===== config.mk =====
export PLATFORM = sky130hd
export DESIGN_NAME = tiny_core
export DESIGN_NICKNAME = d
export VERILOG_FILES = /design/src/inc/tiny_core_pkg.sv /design/src/logic/tiny_core.sv
export SDC_FILE = /design/constraint.sdc
export NUM_CORES = 1
export LEC_CHECK = 0
export ABC_AREA = 1
export BUFFER_PORTS_ARGS = -buffer_cell sky130_fd_sc_hd__buf_4
export CAP_MARGIN = 5
export CORE_UTILIZATION = 29
export DETAILED_ROUTE_END_ITERATION = 6
export SYNTH_ARGS = -nofsm -noshare
export SYNTH_HDL_FRONTEND = slang
export SYNTH_SLANG_ARGS = --single-unit

===== constraint.sdc =====
create_clock -name clk -period 2.92 [get_ports clk]
set_clock_uncertainty 0.1 [all_clocks]
set_input_delay 0.146 -clock clk [delete_from_list [all_inputs] [get_ports clk]]
set_output_delay 0.146 -clock clk [all_outputs]
set_load 0.1 [all_outputs]

===== src/inc/tiny_core_pkg.sv =====
// Constants, opcodes, register map and state encodings for the tiny 8-bit core.
// Assumes one 10 MHz clock, an asynchronous active-low reset and a byte-wide memory port.
//
// Summary of operation
// RQ1 - WAIT instruction enters wait state, STOP instruction enters stop state.
// RQ2 - In either low-power state the core clock is gated and activity suspended.
// RQ3 - Low-power state lasts until an interrupt or a reset wakes the core.
// RQ4 - Halted debug state stops fetching and waits for debug commands.
// RQ5 - Program counter is a six-bit high part plus eight-bit low part.
// RQ6 - Shadow program counter has the same six-plus-eight bit split.
// RQ7 - Pointer cell is an ordinary location at 000F, not a core register; the core holds it in pointer_cell_q and serves reads of 000F from it.
// RQ8 - Access to 000E is redirected to the direct-page address in the pointer.
// RQ9 - Condition flags are exactly a zero flag and a carry/borrow flag.
// RQ10 - Direct operand byte gives low address bits, high byte zero, up to 00FF.
// RQ11 - Extended address is two bytes: 00 plus six high bits, then low byte.
// RQ12 - Four-bit page mode takes opcode low four bits, zero-extended, 0000-000F.
// RQ13 - Five-bit page mode takes opcode low five bits, zero-extended, up to 001F.
// RQ14 - Branch adds signed eight-bit offset to next address, reach -128 to +127.
// RQ15 - Every immediate operand is one byte directly after the opcode.
// RQ16 - Add-with-carry: A9 in 2 cycles, B9 in 3, both flags updated.
// RQ17 - Plain add: AB in 2 cycles; BB, 6x, 6E, 6F in 3, both flags.
// RQ18 - AND: A4 in 2 cycles, B4 in 3, zero flag updated, carry kept.
// RQ19 - Arithmetic left shift behaves exactly like the logical left shift.
// RQ20 - After reset the program counter is 3FFD and fetching starts there.
// RQ21 - Interrupts only wake from low power; while running they are ignored.
// RQ22 - After an interrupt wake, fetch resumes after the wait or stop instruction.
// RQ23 - Undefined opcodes are flagged as an illegal-opcode reset source.

package tiny_core_pkg;

	// ----------------------------------------------------------------
	// Addresses and reset values
	// ----------------------------------------------------------------
	localparam logic [13:0] RESET_PC   = 14'h3FFD;
	localparam logic [13:0] PTR_ADDR   = 14'h000F;
	localparam logic [13:0] WIN_ADDR   = 14'h000E;
	localparam logic [13:0] PC_STEP1   = 14'h0001;
	localparam logic [13:0] PC_STEP2   = 14'h0002;
	localparam logic [7:0]  PTR_RESET  = 8'h00;
	localparam logic [7:0]  ACC_RESET  = 8'h00;

	// ----------------------------------------------------------------
	// Opcodes (wait, stop, jump and short load codes are free choices)
	// ----------------------------------------------------------------
	localparam logic [7:0] OP_ADC_IMM = 8'hA9;
	localparam logic [7:0] OP_ADC_DIR = 8'hB9;
	localparam logic [7:0] OP_ADD_IMM = 8'hAB;
	localparam logic [7:0] OP_ADD_DIR = 8'hBB;
	localparam logic [3:0] OP_ADD_TNY = 4'h6;
	localparam logic [7:0] OP_AND_IMM = 8'hA4;
	localparam logic [7:0] OP_AND_DIR = 8'hB4;
	localparam logic [2:0] OP_LDA_SRT = 3'h6;
	localparam logic [7:0] OP_SHIFT   = 8'h48;
	localparam logic [7:0] OP_BCC     = 8'h34;
	localparam logic [7:0] OP_BCS     = 8'h35;
	localparam logic [7:0] OP_BEQ     = 8'h37;
	localparam logic [7:0] OP_BGND    = 8'hBF;
	localparam logic [7:0] OP_WAIT    = 8'hAF;
	localparam logic [7:0] OP_STOP    = 8'hAE;
	localparam logic [7:0] OP_JMP     = 8'hBC;

	// ----------------------------------------------------------------
	// Avalon register map (byte addresses); window and pointer sit at index*4
	// ----------------------------------------------------------------
	localparam logic [7:0] IDX_WIN        = 8'h0E;
	localparam logic [7:0] IDX_PTR        = 8'h0F;
	localparam logic [7:0] REG_CTRL       = 8'h00;
	localparam logic [7:0] REG_STATUS     = 8'h04;
	localparam logic [7:0] REG_PC         = 8'h08;
	localparam logic [7:0] REG_ACC        = 8'h0C;
	localparam logic [7:0] REG_WIN        = 8'(IDX_WIN * 4);
	localparam logic [7:0] REG_PTR        = 8'(IDX_PTR * 4);
	localparam int         CTRL_HALT_BIT  = 0;
	localparam int         CTRL_RESUME_BIT = 1;
	localparam int         STAT_ILL_BIT   = 0;

	// ----------------------------------------------------------------
	// Types
	// ----------------------------------------------------------------
	typedef enum logic [3:0] {
		S_FETCH  = 4'b0000,
		S_IMM    = 4'b0001,
		S_OPND   = 4'b0010,
		S_INT    = 4'b0011,
		S_DATA   = 4'b0100,
		S_EXT    = 4'b0101,
		S_LOWPWR = 4'b0110,
		S_HALT   = 4'b0111,
		S_XFER   = 4'b1000
	} core_state_t;

	typedef enum logic [2:0] {
		ALU_NONE = 3'b000,
		ALU_ADC  = 3'b001,
		ALU_ADD  = 3'b010,
		ALU_AND  = 3'b011,
		ALU_LDA  = 3'b100
	} alu_op_t;

	typedef enum logic [1:0] {
		K_DIR = 2'b00,
		K_BR  = 2'b01,
		K_JMP = 2'b10
	} opnd_kind_t;

endpackage : tiny_core_pkg


===== src/logic/tiny_core.sv =====
// Tiny 8-bit core: fetch/decode/execute, low-power and halted states, pointer cell.
// Assumes an asynchronous-read byte memory on mem_* (data valid in the cycle the
// address is shown) and an Avalon-MM master on the register port.

`timescale 1ns/100ps

module tiny_core (
	input  wire logic        clk,
	input  wire logic        rstn,
	input  wire logic [7:0]  avs_address,
	input  wire logic        avs_read,
	input  wire logic        avs_write,
	input  wire logic [31:0] avs_writedata,
	input  wire logic [3:0]  avs_byteenable,
	output logic      [31:0] avs_readdata,
	output logic             avs_waitrequest,
	output logic      [13:0] mem_addr,
	output logic             mem_rd,
	output logic             mem_wr,
	output logic      [7:0]  mem_wdata,
	input  wire logic [7:0]  mem_rdata,
	input  wire logic        irq_pin,
	output logic             cpu_clk_en,
	output logic             halted,
	output logic             low_power,
	output logic             illegal_opcode
);

	// ----------------------------------------------------------------
	// Helper functions
	// ----------------------------------------------------------------
	// Window access becomes the direct-page cell named by the pointer
	function automatic logic [13:0] redirect(input logic [13:0] a, input logic [7:0] x);
		// RQ8 window redirect
		return (a == tiny_core_pkg::WIN_ADDR) ? {6'h00, x} : a;
	endfunction : redirect

	// Returns {carry, zero, result}; AND and load keep carry
	function automatic logic [9:0] alu(input tiny_core_pkg::alu_op_t op, input logic [7:0] a,
	                                   input logic [7:0] m, input logic c);
		logic [8:0] s;
		s = {c, a};
		unique case (op)
			tiny_core_pkg::ALU_ADC: s = {1'b0, a} + {1'b0, m} + {8'h00, c};
			tiny_core_pkg::ALU_ADD: s = {1'b0, a} + {1'b0, m};
			tiny_core_pkg::ALU_AND: s = {c, a & m};
			tiny_core_pkg::ALU_LDA: s = {c, m};
			tiny_core_pkg::ALU_NONE: s = {c, a};
		endcase
		return {s[8], s[7:0] == 8'h00, s[7:0]};
	endfunction : alu

	// Branch condition from the low opcode bits kept at fetch: carry clear, carry set, zero
	function automatic logic br_taken(input logic [1:0] sel, input logic c, input logic z);
		return (sel == 2'b00) ? ~c : (sel == 2'b01) ? c : z;
	endfunction : br_taken

	// ----------------------------------------------------------------
	// State
	// ----------------------------------------------------------------
	tiny_core_pkg::core_state_t state_q, state_d, ret_q, ret_d;
	tiny_core_pkg::alu_op_t     op_q, op_d;
	tiny_core_pkg::opnd_kind_t  kind_q, kind_d;
	logic [1:0]  br_sel_q, br_sel_d;
	logic        halted_q, low_power_q;
	logic [5:0]  program_counter_high_q, program_counter_high_d;
	logic [7:0]  program_counter_low_q, program_counter_low_d;
	logic [5:0]  shadow_counter_high_q, shadow_counter_high_d;
	logic [7:0]  shadow_counter_low_q, shadow_counter_low_d;
	logic [7:0]  acc_q, acc_d;
	logic        zf_q, zf_d;
	logic        cf_q, cf_d;
	logic [5:0]  ext_hi_q, ext_hi_d;
	logic        stop_q, stop_d;
	logic [7:0]  pointer_cell_q;
	logic        halt_req_q;
	logic        ill_sticky_q;
	logic [13:0] mem_addr_q, mem_addr_d;
	logic        mem_rd_q, mem_rd_d;
	logic        mem_wr_q, mem_wr_d;
	logic [7:0]  mem_wdata_q, mem_wdata_d;
	logic        clk_en_q, clk_en_d;
	logic        ill_q, ill_d;
	logic [31:0] rdata_q;
	logic        wait_q;
	logic        irq_s1_q, irq_s2_q, irq_s3_q;

	// ----------------------------------------------------------------
	// Decode of the fetched opcode and shared arithmetic
	// ----------------------------------------------------------------
	// RQ5 split counter
	wire [13:0] pc      = {program_counter_high_q, program_counter_low_q};
	// RQ6 split shadow
	wire [13:0] shadow  = {shadow_counter_high_q, shadow_counter_low_q};
	wire [13:0] pc_p1   = pc + tiny_core_pkg::PC_STEP1;
	wire [13:0] pc_p2   = pc + tiny_core_pkg::PC_STEP2;
	wire [7:0]  opc     = mem_rdata;
	wire        is_imm  = (opc == tiny_core_pkg::OP_ADC_IMM) || (opc == tiny_core_pkg::OP_ADD_IMM) ||
	                      (opc == tiny_core_pkg::OP_AND_IMM);
	wire        is_dir  = (opc == tiny_core_pkg::OP_ADC_DIR) || (opc == tiny_core_pkg::OP_ADD_DIR) ||
	                      (opc == tiny_core_pkg::OP_AND_DIR);
	wire        is_tny  = (opc[7:4] == tiny_core_pkg::OP_ADD_TNY);
	wire        is_srt  = (opc[7:5] == tiny_core_pkg::OP_LDA_SRT);
	wire        is_br   = (opc == tiny_core_pkg::OP_BCC) || (opc == tiny_core_pkg::OP_BCS) ||
	                      (opc == tiny_core_pkg::OP_BEQ);
	wire        is_lp   = (opc == tiny_core_pkg::OP_WAIT) || (opc == tiny_core_pkg::OP_STOP);
	// Operation class from the low nibble shared by immediate and direct forms
	wire tiny_core_pkg::alu_op_t dec_op =
		(opc[3:0] == 4'h9) ? tiny_core_pkg::ALU_ADC :
		(opc[3:0] == 4'hB) ? tiny_core_pkg::ALU_ADD : tiny_core_pkg::ALU_AND;
	// RQ12 four-bit page
	wire [13:0] tny_ea  = redirect({10'h000, opc[3:0]}, pointer_cell_q);
	// RQ13 five-bit page
	wire [13:0] srt_ea  = redirect({9'h000, opc[4:0]}, pointer_cell_q);
	// RQ10 direct page
	wire [13:0] dir_ea  = redirect({6'h00, mem_rdata}, pointer_cell_q);
	// RQ14 signed offset
	wire [13:0] br_tgt  = pc_p2 + {{6{mem_rdata[7]}}, mem_rdata};
	// RQ7 pointer cell is served here, memory data is ignored for it
	wire [7:0]  data_in = (mem_addr_q == tiny_core_pkg::PTR_ADDR) ? pointer_cell_q : mem_rdata;
	wire [9:0]  alu_imm = alu(op_q, acc_q, mem_rdata, cf_q);
	wire [9:0]  alu_mem = alu(op_q, acc_q, data_in, cf_q);
	// RQ3 wake on agreed level
	wire        wake    = irq_s2_q & irq_s3_q;
	// Opcode is gone from the bus in the operand phase, so the condition uses the kept bits
	wire        br_go   = br_taken(br_sel_q, cf_q, zf_q);
	// Debug window access keeps the halted indication up while it borrows the memory port
	wire        halted_d = (state_d == tiny_core_pkg::S_HALT) ||
	                       (state_d == tiny_core_pkg::S_XFER && ret_d == tiny_core_pkg::S_HALT);

	// ----------------------------------------------------------------
	// Register bus decode
	// ----------------------------------------------------------------
	wire req      = avs_read | avs_write;
	wire ans      = req & ~wait_q;
	wire hit_win  = (avs_address == tiny_core_pkg::REG_WIN);
	wire core_idl = (state_q == tiny_core_pkg::S_HALT) || (state_q == tiny_core_pkg::S_LOWPWR);
	// Window needs the memory port, so it waits until the core is parked
	wire xfer_go  = req & wait_q & hit_win & core_idl;
	wire xfer_fin = (state_q == tiny_core_pkg::S_XFER);
	wire reg_go   = req & wait_q & ~hit_win;
	wire wr_ctrl  = ans & avs_write & avs_byteenable[0] & (avs_address == tiny_core_pkg::REG_CTRL);
	wire wr_stat  = ans & avs_write & avs_byteenable[0] & (avs_address == tiny_core_pkg::REG_STATUS);
	wire wr_ptr   = ans & avs_write & avs_byteenable[0] & (avs_address == tiny_core_pkg::REG_PTR);
	wire resume   = wr_ctrl & avs_writedata[tiny_core_pkg::CTRL_RESUME_BIT];
	wire [31:0] status_w = {20'h00000, state_q, 2'b00, cf_q, zf_q, stop_q,
	                        low_power, halted, ill_sticky_q};
	wire [31:0] rd_mux =
		(avs_address == tiny_core_pkg::REG_CTRL)   ? {31'h0, halt_req_q} :
		(avs_address == tiny_core_pkg::REG_STATUS) ? status_w :
		(avs_address == tiny_core_pkg::REG_PC)     ? {2'b00, shadow, 2'b00, pc} :
		(avs_address == tiny_core_pkg::REG_ACC)    ? {24'h000000, acc_q} :
		(avs_address == tiny_core_pkg::REG_PTR)    ? {24'h000000, pointer_cell_q} : 32'h00000000;

	// ----------------------------------------------------------------
	// Core sequencer
	// ----------------------------------------------------------------
	// Next-state logic for every instruction phase
	always_comb begin
		state_d  = state_q;
		ret_d    = ret_q;
		op_d     = op_q;
		kind_d   = kind_q;
		br_sel_d = br_sel_q;
		{program_counter_high_d, program_counter_low_d} = pc;
		{shadow_counter_high_d, shadow_counter_low_d}   = shadow;
		acc_d    = acc_q;
		zf_d     = zf_q;
		cf_d     = cf_q;
		ext_hi_d = ext_hi_q;
		stop_d   = stop_q;
		mem_addr_d  = mem_addr_q;
		mem_rd_d    = mem_rd_q;
		mem_wr_d    = 1'b0;
		mem_wdata_d = mem_wdata_q;
		clk_en_d    = clk_en_q;
		ill_d       = 1'b0;
		unique case (state_q)
			tiny_core_pkg::S_FETCH: begin
				if (halt_req_q) begin
					// RQ4 stop fetching
					state_d  = tiny_core_pkg::S_HALT;
					mem_rd_d = 1'b0;
				end else if (is_imm) begin
					// RQ15 one-byte immediate
					op_d       = dec_op;
					mem_addr_d = pc_p1;
					state_d    = tiny_core_pkg::S_IMM;
				end else if (is_dir || is_br || opc == tiny_core_pkg::OP_JMP) begin
					op_d       = is_dir ? dec_op : tiny_core_pkg::ALU_NONE;
					br_sel_d   = opc[1:0];
					kind_d     = is_dir ? tiny_core_pkg::K_DIR :
					             is_br ? tiny_core_pkg::K_BR : tiny_core_pkg::K_JMP;
					mem_addr_d = pc_p1;
					state_d    = tiny_core_pkg::S_OPND;
				end else if (is_tny || is_srt) begin
					// RQ17 tiny-page add
					op_d       = is_tny ? tiny_core_pkg::ALU_ADD : tiny_core_pkg::ALU_LDA;
					mem_addr_d = is_tny ? tny_ea : srt_ea;
					{program_counter_high_d, program_counter_low_d} = pc_p1;
					state_d    = tiny_core_pkg::S_INT;
				end else if (opc == tiny_core_pkg::OP_SHIFT) begin
					// RQ19 same as logical shift
					acc_d      = {acc_q[6:0], 1'b0};
					cf_d       = acc_q[7];
					zf_d       = (acc_q[6:0] == 7'h00);
					mem_addr_d = pc_p1;
					{program_counter_high_d, program_counter_low_d} = pc_p1;
				end else if (is_lp) begin
					// RQ1 enter low power
					stop_d     = (opc == tiny_core_pkg::OP_STOP);
					{shadow_counter_high_d, shadow_counter_low_d}   = pc_p1;
					{program_counter_high_d, program_counter_low_d} = pc_p1;
					mem_addr_d = pc_p1;
					mem_rd_d   = 1'b0;
					// RQ2 gate core clock
					clk_en_d   = 1'b0;
					state_d    = tiny_core_pkg::S_LOWPWR;
				end else if (opc == tiny_core_pkg::OP_BGND) begin
					{program_counter_high_d, program_counter_low_d} = pc_p1;
					mem_addr_d = pc_p1;
					mem_rd_d   = 1'b0;
					state_d    = tiny_core_pkg::S_HALT;
				end else begin
					// RQ23 flag undefined opcode
					ill_d      = 1'b1;
					{program_counter_high_d, program_counter_low_d} = pc_p1;
					mem_addr_d = pc_p1;
				end
			end
			tiny_core_pkg::S_IMM: begin
				// RQ16 two-cycle immediate forms
				{cf_d, zf_d, acc_d} = alu_imm;
				{program_counter_high_d, program_counter_low_d} = pc_p2;
				mem_addr_d = pc_p2;
				state_d    = tiny_core_pkg::S_FETCH;
			end
			tiny_core_pkg::S_OPND: begin
				unique case (kind_q)
					tiny_core_pkg::K_DIR: begin
						mem_addr_d = dir_ea;
						{program_counter_high_d, program_counter_low_d} = pc_p2;
						state_d    = tiny_core_pkg::S_DATA;
					end
					tiny_core_pkg::K_BR: begin
						// Taken or not, the branch costs three cycles
						// RQ14 relative branch
						{program_counter_high_d, program_counter_low_d} = br_go ? br_tgt : pc_p2;
						mem_addr_d = br_go ? br_tgt : pc_p2;
						state_d = tiny_core_pkg::S_INT;
					end
					tiny_core_pkg::K_JMP: begin
						// RQ11 high part, top two bits dropped
						ext_hi_d   = mem_rdata[5:0];
						mem_addr_d = pc_p2;
						state_d    = tiny_core_pkg::S_EXT;
					end
					default: state_d = tiny_core_pkg::S_FETCH;
				endcase
			end
			tiny_core_pkg::S_EXT: begin
				{program_counter_high_d, program_counter_low_d} = {ext_hi_q, mem_rdata};
				mem_addr_d = {ext_hi_q, mem_rdata};
				state_d    = tiny_core_pkg::S_FETCH;
			end
			tiny_core_pkg::S_INT: begin
				state_d = (op_q == tiny_core_pkg::ALU_NONE) ? tiny_core_pkg::S_FETCH : tiny_core_pkg::S_DATA;
			end
			tiny_core_pkg::S_DATA: begin
				// RQ18 carry kept for AND
				{cf_d, zf_d, acc_d} = alu_mem;
				mem_addr_d = pc;
				state_d    = tiny_core_pkg::S_FETCH;
			end
			tiny_core_pkg::S_LOWPWR: begin
				if (xfer_go) begin
					ret_d       = state_q;
					state_d     = tiny_core_pkg::S_XFER;
					mem_addr_d  = {6'h00, pointer_cell_q};
					mem_rd_d    = avs_read;
					mem_wr_d    = avs_write;
					mem_wdata_d = avs_writedata[7:0];
				end else if (wake) begin
					// RQ22 resume after wait/stop
					{program_counter_high_d, program_counter_low_d} = shadow;
					mem_addr_d = shadow;
					mem_rd_d   = 1'b1;
					clk_en_d   = 1'b1;
					stop_d     = 1'b0;
					state_d    = tiny_core_pkg::S_FETCH;
				end
			end
			tiny_core_pkg::S_HALT: begin
				if (xfer_go) begin
					ret_d       = state_q;
					state_d     = tiny_core_pkg::S_XFER;
					mem_addr_d  = {6'h00, pointer_cell_q};
					mem_rd_d    = avs_read;
					mem_wr_d    = avs_write;
					mem_wdata_d = avs_writedata[7:0];
				end else if (resume && !avs_writedata[tiny_core_pkg::CTRL_HALT_BIT]) begin
					mem_rd_d = 1'b1;
					state_d  = tiny_core_pkg::S_FETCH;
				end
			end
			tiny_core_pkg::S_XFER: begin
				mem_addr_d = pc;
				mem_rd_d   = 1'b0;
				state_d    = ret_q;
			end
			default: state_d = tiny_core_pkg::S_FETCH;
		endcase
	end

	// ----------------------------------------------------------------
	// Registers
	// ----------------------------------------------------------------
	// RQ20 reset vector
	always_ff @(posedge clk or negedge rstn) begin
		if (!rstn) begin
			state_q    <= tiny_core_pkg::S_FETCH;
			ret_q      <= tiny_core_pkg::S_HALT;
			op_q       <= tiny_core_pkg::ALU_NONE;
			kind_q     <= tiny_core_pkg::K_DIR;
			br_sel_q   <= 2'b00;
			halted_q   <= 1'b0;
			low_power_q <= 1'b0;
			{program_counter_high_q, program_counter_low_q} <= tiny_core_pkg::RESET_PC;
			{shadow_counter_high_q, shadow_counter_low_q}   <= tiny_core_pkg::RESET_PC;
			mem_addr_q <= tiny_core_pkg::RESET_PC;
			mem_rd_q   <= 1'b1;
			clk_en_q   <= 1'b1;
		end else begin
			state_q    <= state_d;
			ret_q      <= ret_d;
			op_q       <= op_d;
			kind_q     <= kind_d;
			br_sel_q   <= br_sel_d;
			halted_q   <= halted_d;
			low_power_q <= ~clk_en_d;
			{program_counter_high_q, program_counter_low_q} <= {program_counter_high_d, program_counter_low_d};
			{shadow_counter_high_q, shadow_counter_low_q}   <= {shadow_counter_high_d, shadow_counter_low_d};
			mem_addr_q <= mem_addr_d;
			mem_rd_q   <= mem_rd_d;
			clk_en_q   <= clk_en_d;
		end
	end

	// RQ9 two flags only
	always_ff @(posedge clk or negedge rstn) begin
		if (!rstn) begin
			acc_q       <= tiny_core_pkg::ACC_RESET;
			zf_q        <= 1'b0;
			cf_q        <= 1'b0;
			ext_hi_q    <= 6'h00;
			stop_q      <= 1'b0;
			mem_wr_q    <= 1'b0;
			mem_wdata_q <= 8'h00;
			ill_q       <= 1'b0;
		end else begin
			acc_q       <= acc_d;
			zf_q        <= zf_d;
			cf_q        <= cf_d;
			ext_hi_q    <= ext_hi_d;
			stop_q      <= stop_d;
			mem_wr_q    <= mem_wr_d;
			mem_wdata_q <= mem_wdata_d;
			ill_q       <= ill_d;
		end
	end

	// RQ21 interrupt only seen by the low-power state; three-stage pin sync
	always_ff @(posedge clk or negedge rstn) begin
		if (!rstn) begin
			irq_s1_q <= 1'b0;
			irq_s2_q <= 1'b0;
			irq_s3_q <= 1'b0;
		end else begin
			irq_s1_q <= irq_pin;
			irq_s2_q <= irq_s1_q;
			irq_s3_q <= irq_s2_q;
		end
	end

	// Software-visible registers; a new illegal event beats a same-cycle clear
	always_ff @(posedge clk or negedge rstn) begin
		if (!rstn) begin
			pointer_cell_q <= tiny_core_pkg::PTR_RESET;
			halt_req_q     <= 1'b0;
			ill_sticky_q   <= 1'b0;
		end else begin
			if (wr_ptr)
				pointer_cell_q <= avs_writedata[7:0];
			if (wr_ctrl)
				halt_req_q <= avs_writedata[tiny_core_pkg::CTRL_HALT_BIT];
			if (ill_d)
				ill_sticky_q <= 1'b1;
			else if (wr_stat && avs_writedata[tiny_core_pkg::STAT_ILL_BIT])
				ill_sticky_q <= 1'b0;
		end
	end

	// Bus answer: one wait cycle for plain registers, window after its memory cycle
	always_ff @(posedge clk or negedge rstn) begin
		if (!rstn) begin
			wait_q  <= 1'b1;
			rdata_q <= 32'h00000000;
		end else begin
			wait_q <= ~(reg_go | xfer_fin);
			if (reg_go)
				rdata_q <= rd_mux;
			else if (xfer_fin)
				rdata_q <= {24'h000000, data_in};
		end
	end

	// ----------------------------------------------------------------
	// Outputs, all straight from flip-flops
	// ----------------------------------------------------------------
	assign avs_readdata    = rdata_q;
	assign avs_waitrequest = wait_q;
	assign mem_addr        = mem_addr_q;
	assign mem_rd          = mem_rd_q;
	assign mem_wr          = mem_wr_q;
	assign mem_wdata       = mem_wdata_q;
	assign cpu_clk_en      = clk_en_q;
	assign illegal_opcode  = ill_q;
	assign low_power       = low_power_q;
	assign halted          = halted_q;

endmodule : tiny_core


==> flow_summary.yaml, run 1 <==
layout:
  layout_common_cells: "370 x nand2_1, 268 x buf_4, 178 x inv_1"
  fin_nets: 1996
  final_cell_area_um2: 15200
  drive_gt1_share_pct: 32.9
  area_delta_synth_final_pct: 40.5
  num_antenna_cells: 0
  final_common_cell: "nand2_1"
place:
  place_congestion: 1.01
  pre_cts_slack_ns: -0.419
  numPortBuffers: 86
  postPlaceCellArea_um2: 13300
  dpl.hpwl_um: 36500
floorplan:
  dieArea_um2: 38100
  start_util_pct: 29.5
  die_height_um: 195
  die_w_um: 195
  design.core.area_um2: 36700
  io_pins: 118
  rows: 70
power_and_ir_drop:
  ir_drop_mv: 0.543
  p_leak_uw: 0.00724
  power_density_nw_per_um2: 1080
  finalPower_uw: 16400
setup_path:
  critPathBufInv: 5
  path_max_fanout: 6
  critPathLaunchType: "flop"
  crit_required_ns: 3.20
  setup.worst_path.class: "reg -> reg"
  critical-path-top-delay-family: "simple AND/OR/NAND/NOR gates"
  critPathMostFrequentCell: "inv_2"
  slowest_stage: "dfstp_4"
  path_cells: "nand2_2 > inv_2 > nand2_1 > nor2_1 > nand2_1 > buf_6 > nand2_4 > nand2_2 > inv_2 > ha_4 > inv_2 > fa_2 > inv_2 > ha_4 > or2_4 > nand2_2 > nand2_1 > nor2_1 > nand3_1 > nor2_1 > nand3_1 > a21oi_2"
  cp-end-kind: "flop"
  cpPeakStageDelay_ns: 0.63
  worstPathArrival_ns: 3.53
outcome:
  failed_checks: "negative setup slack"
  status: "complete, but fails checks"
cts:
  cts_root_buf: "clkbuf_16"
  cts.htree.levels: 4
  cts-buffers-inserted: 17
  cts_tree: "built"
  cts_max_path_buffers: 2
  path_clk_slew_ns: 0.07
  clock-sinks: 130
  insertion_delay_ns: 0.46
sta:
  finalHoldViolCount: 0
  relSlewSlack_pct: 19.9
  setup_ws_ns: -0.327
  fin_crit_sh_pct: 111
  rsz0062_at_grt: "yes"
  setup_viol: 14
  fin_crit_ns: 3.25
  fmax_ghz: 0.308
  hold-worst-slack_ns: 0.0307
  drv_slew: 0
  tightest_slew_ns: 1.20
run:
  max-cap-violations: 0
global_route:
  grt-ovfl-total: 0
  grt_util_all_layers_pct: 24.5
  antenna_found_initial: 0
  grt_pass1_wl_um: 71000
  grt_max_degree: 59
  grt_pass1_vias: 11700
yosys:
  synthCells: 1624
  synth_top_area_share_pct: 19.6
  yosysWarnings: 0
  synth_seq_cells: 130
  synthTopCellsByArea: "dfrtp_1 20%, nand2_1 15%, dfstp_2 11%"
  synthFlopType: "dfrtp_1"
  synth_area_um2: 10800
  seq_area_frac_synth_pct: 30.5
  synth_largest_area_cell: "dfrtp_1"
  async_reset_ff_share_pct: 100
  synth_area_per_cell_um2: 6.67
  synth-edff-count: 0
  synth_cell_types: 60
min_path:
  hold_class: "in -> reg"
drt:
  drtIter0Drc: 1257
  first_pass_iters: 6
  wl_per_cell_um: 19.8
  drtAntennaViolNets: 0
  dr_total_vias: 12600
  vias_per_cell: 5.28
  drc: 0
  wirelength_um: 47100
[cells in the mapped netlist, types with 20 or more instances]
library cell    n
a21oi_1        84
a32o_1         20
buf_2          21
clkbuf_1       22
dfrtp_1        85
dfstp_2        45
ha_1           40
inv_1         205
inv_2          21
nand2_1       424
nand3_1        94
nand4_1        30
nor2_1        141
o21ai_0       148
o21ai_1        29
xor2_1         23
[layout make-up]
type | instances | area (µm²)
fillers | 3717 | 21500
multi-input cells | 1216 | 7420
flip-flops and latches | 130 | 3360
repair buffers | 302 | 2390
inverters | 229 | 888
well taps | 468 | 586
clock buffers | 20 | 457
clock inverters | 12 | 123
[flip-flops by register name, indices dropped and copies added (netlist names), 6 cells and up]
register	flops
pointer_cell_q	8
mem_wdata	8
ext_hi_q	6
shadow_counter_high_q	6
program_counter_high_q	6
program_counter_low_q	8
acc_q	8
mem_addr	14
avs_readdata	28
shadow_counter_low_q	8
[worst reg2reg max path, cell delays in order, from the launching register on]
cell	delay [ns]
dfstp_4	0.63
nand2_2	0.05
inv_2	0.04
nand2_1	0.05
nor2_1	0.10
nand2_1	0.08
buf_6	0.15
nand2_4	0.07
nand2_2	0.05
inv_2	0.07
ha_4	0.13
inv_2	0.03
fa_2	0.53
inv_2	0.05
ha_4	0.20
or2_4	0.22
nand2_2	0.06
nand2_1	0.05
nor2_1	0.10
nand3_1	0.07
nor2_1	0.12
nand3_1	0.09
a21oi_2	0.12
[metrics by stage]
stage,utilization (%),std cells,setup TNS (ns)
after floorplan,-,1627,-1.94
after global placement,36.2,2305,-5.27
after detailed placement,36.2,2305,-6.18
after CTS,39.7,2369,-1.85
after global routing,41.5,2377,-5.38
final,41.5,2377,-2.35
[kinds of logic after synthesis]
group | share of synthesized area [%]
AND/OR/NAND/NOR | 30.8
AO/OA/AOI/OAI | 21.3
buffers and inverters | 10.3
flip-flops | 30.5
adder cells (fa/ha/maj) | 5.17
XOR/XNOR | 1.86
other | 0.0346
[worst paths after layout]
check | from | end | slack [ns] | cells after the start
worst max-delay path | mem_addr[2] | zf_q | -0.33 | 22
worst min-delay path | mem_rdata[2] | ext_hi_q[2] | 0.03 | 3
worst max register to register | mem_addr[2] | zf_q | -0.33 | 22
worst min register to register | irq_s1_q | irq_s2_q | 0.26 | 0
max in group asynchronous | rstn | program_counter_low_q[0] | 1.86 | 3
min in group asynchronous | rstn | avs_readdata[13] | 0.13 | 2
[layer usage]
layer | wire length (µm) | global-route usage (%) | vias up
li1 | - | - | 5967
met1 | 21800 | 35.6 | 5923
met2 | 20000 | 35.9 | 596
met3 | 4200 | 4.99 | 75
met4 | 1150 | 7.90 | 0
met5 | 0 | 0 | -
[timing repair]
action | in CTS | in global routing
hold endpoints to repair | 74 | 0
endpoints found under the setup margin | 28 | 29
pin swaps | 56 | 112
hold buffers | 12 | 0
resized for setup | 100 | 172
buffers inserted | 20 | 13
[where the power goes]
| part | total (µW) | internal, µW | switching, µW |
|---|---|---|---|
| sequential | 2860 | 2410 | 452 |
| combinational | 11400 | 4110 | 7240 |
| clock | 2180 | 1230 | 945 |
(Power assumes the default switching activity.)
==> run 2: changes to the inputs <==
- MAX_ROUTING_LAYER: default -> met4
==> flow_summary.yaml, run 2 (synthesis gave the netlist of run 1 again) <==
place:
  pre_cts_slack_ns: -0.407
  postPlaceCellArea_um2: 13400
  place_congestion: 1.03
  dpl.hpwl_um: 37400
  numPortBuffers: 86
  dp.cells: 2314
layout:
  fin_nets: 1996
  layout_common_cells: "374 x nand2_1, 275 x buf_4, 184 x inv_1"
  final_cells: 2377
  fin_util_pct: 41.3
  num_antenna_cells: 0
  area_delta_synth_final_pct: 39.9
  largest_register_ffs: 28
  drive_gt1_share_pct: 32.1
  final_cell_area_um2: 15200
  final_common_cell: "nand2_1"
sta:
  drv_slew: 0
  finalHoldViolCount: 0
  hold-worst-slack_ns: 0.0229
  fin_crit_ns: 3.31
  fmax_ghz: 0.302
  rsz0062_at_grt: "yes"
  fin_crit_sh_pct: 113
  setup_viol: 13
  tightest_slew_ns: 1.15
  relSlewSlack_pct: 23.1
  setup_ws_ns: -0.387
cts:
  insertion_delay_ns: 0.46
  cts_max_path_buffers: 2
  clock-sinks: 130
  cts_root_buf: "clkbuf_16"
  cts-buffers-inserted: 17
  cts.htree.levels: 4
  cts_tree: "built"
  path_clk_slew_ns: 0.07
global_route:
  grt_max_degree: 90
  grt_pass1_vias: 11800
  grt-ovfl-total: 0
  antenna_found_initial: 0
  grt_pass1_wl_um: 73300
  grt_util_all_layers_pct: 26.2
power_and_ir_drop:
  pwr-share-seq_pct: 17.6
  p_clk_share_pct: 13.1
  intPower_uw: 7610
  switching_share_pct: 53.5
  pwr-share-comb_pct: 69.3
  ir_drop_mv: 0.504
  p_switching_uw: 8760
  power_density_nw_per_um2: 1080
  p_leak_uw: 0.00725
drt:
  wl_per_cell_um: 20.3
  first_pass_iters: 6
  drc: 0
  drtAntennaViolNets: 0
  wirelength_um: 48300
  dr_total_vias: 12600
  drtIter0Drc: 1435
  vias_per_cell: 5.29
setup_path:
  worstPathArrival_ns: 3.59
  critPathLaunchType: "flop"
  slowest_stage: "dfstp_4"
  ff2ff_setup_slack_ns: -0.39
  path_cells: "nand2_2 > inv_2 > nand2_2 > nor2_4 > nand2_4 > buf_12 > nand2_4 > nand2_2 > inv_2 > ha_4 > inv_2 > fa_2 > inv_2 > ha_4 > or2_4 > nand2_2 > nand2_1 > nor2_1 > nand3_1 > nor2_1 > nand3_1 > a21oi_1"
  path_max_fanout: 7
  cpPeakStageDelay_ns: 0.62
  cp-end-kind: "flop"
  crit_required_ns: 3.21
  setup.worst_path.class: "reg -> reg"
floorplan:
  io_pins: 118
  start_util_pct: 29.5
  die_height_um: 195
  die_w_um: 195
  dieArea_um2: 38100
  design.core.area_um2: 36700
  rows: 70
outcome:
  failed_checks: "negative setup slack"
  status: "complete, but fails checks"
run:
  max-cap-violations: 0
min_path:
  hold_class: "in -> reg"
[run 2: changes by cell type in the layout (fill, tap and decap cells not counted), moves of 5 or more]
| cell | delta |
|---|---|
| inv_1 | +6 |
| buf_4 | +7 |
| buf_6 | -9 |
| a21oi_1 | +5 |
| inv_8 | +5 |
| nand2_4 | -5 |
[run 2: power groups by stage]
stage	Combinational (µW)	Sequential, µW	Clock (µW)
finish	11300	2880	2140
global route	12300	2920	2260
global placement	9770	2850	0
CTS	10400	2850	2180
floorplan	5220	3720	0
detailed placement	9760	2850	0
[run 2: worst paths after layout]
check                                  start               end  depth (start not counted)
worst max register to register   mem_addr[2]              zf_q                         22
min in group asynchronous               rstn  avs_readdata[29]                          2
worst min register to register      irq_s1_q          irq_s2_q                          0
worst min-delay path            mem_rdata[5]       ext_hi_q[5]                          3
worst max-delay path             mem_addr[2]              zf_q                         22
max in group asynchronous               rstn      mem_addr[11]                          3
[run 2: what timing repair did]
| item | in CTS | in global routing |
|---|---|---|
| hold endpoints to repair | 86 | 0 |
| pin swaps | 47 | 87 |
| endpoints found under the setup margin | 27 | 25 |
| hold buffers | 12 | 0 |
| cloned | 0 | 1 |
| gates resized for setup | 115 | 118 |
| setup buffers | 9 | 10 |
[run 2: stage by stage]
step / total power (µW) / TNS [ns]
after floorplan: 8940 / -1.94
after global placement: 12600 / -5.71
after detailed placement: 12600 / -5.63
after CTS: 15400 / -2.11
after global routing: 17400 / -5.72
final: 16400 / -2.81
[run 2: metal layers]
metal | track usage [%] | share of wire [%] | wire length, µm
met1 | 38.0 | 47 | 22700
met2 | 37.1 | 42 | 20400
met3 | 4.58 | 8.6 | 4160
met4 | 6.82 | 2.2 | 1070
met5 | - | 0 | 0
[run 2: critical path, delay by kind of cell, from the launching register on]
family	cells	cell delay [ns]
simple gates	13	1.10
buf+inv	5	0.36
fa+ha+maj	3	0.90
compound gates	1	0.13
flops	1	0.62
[run 2: cell type report]
type / count / area, µm²
clock inverters: 15 / 139
fillers: 3733 / 21500
inverters: 229 / 873
well taps: 468 / 586
multi-input cells: 1216 / 7380
repair buffers: 302 / 2390
flip-flops and latches: 130 / 3360
clock buffers: 17 / 425
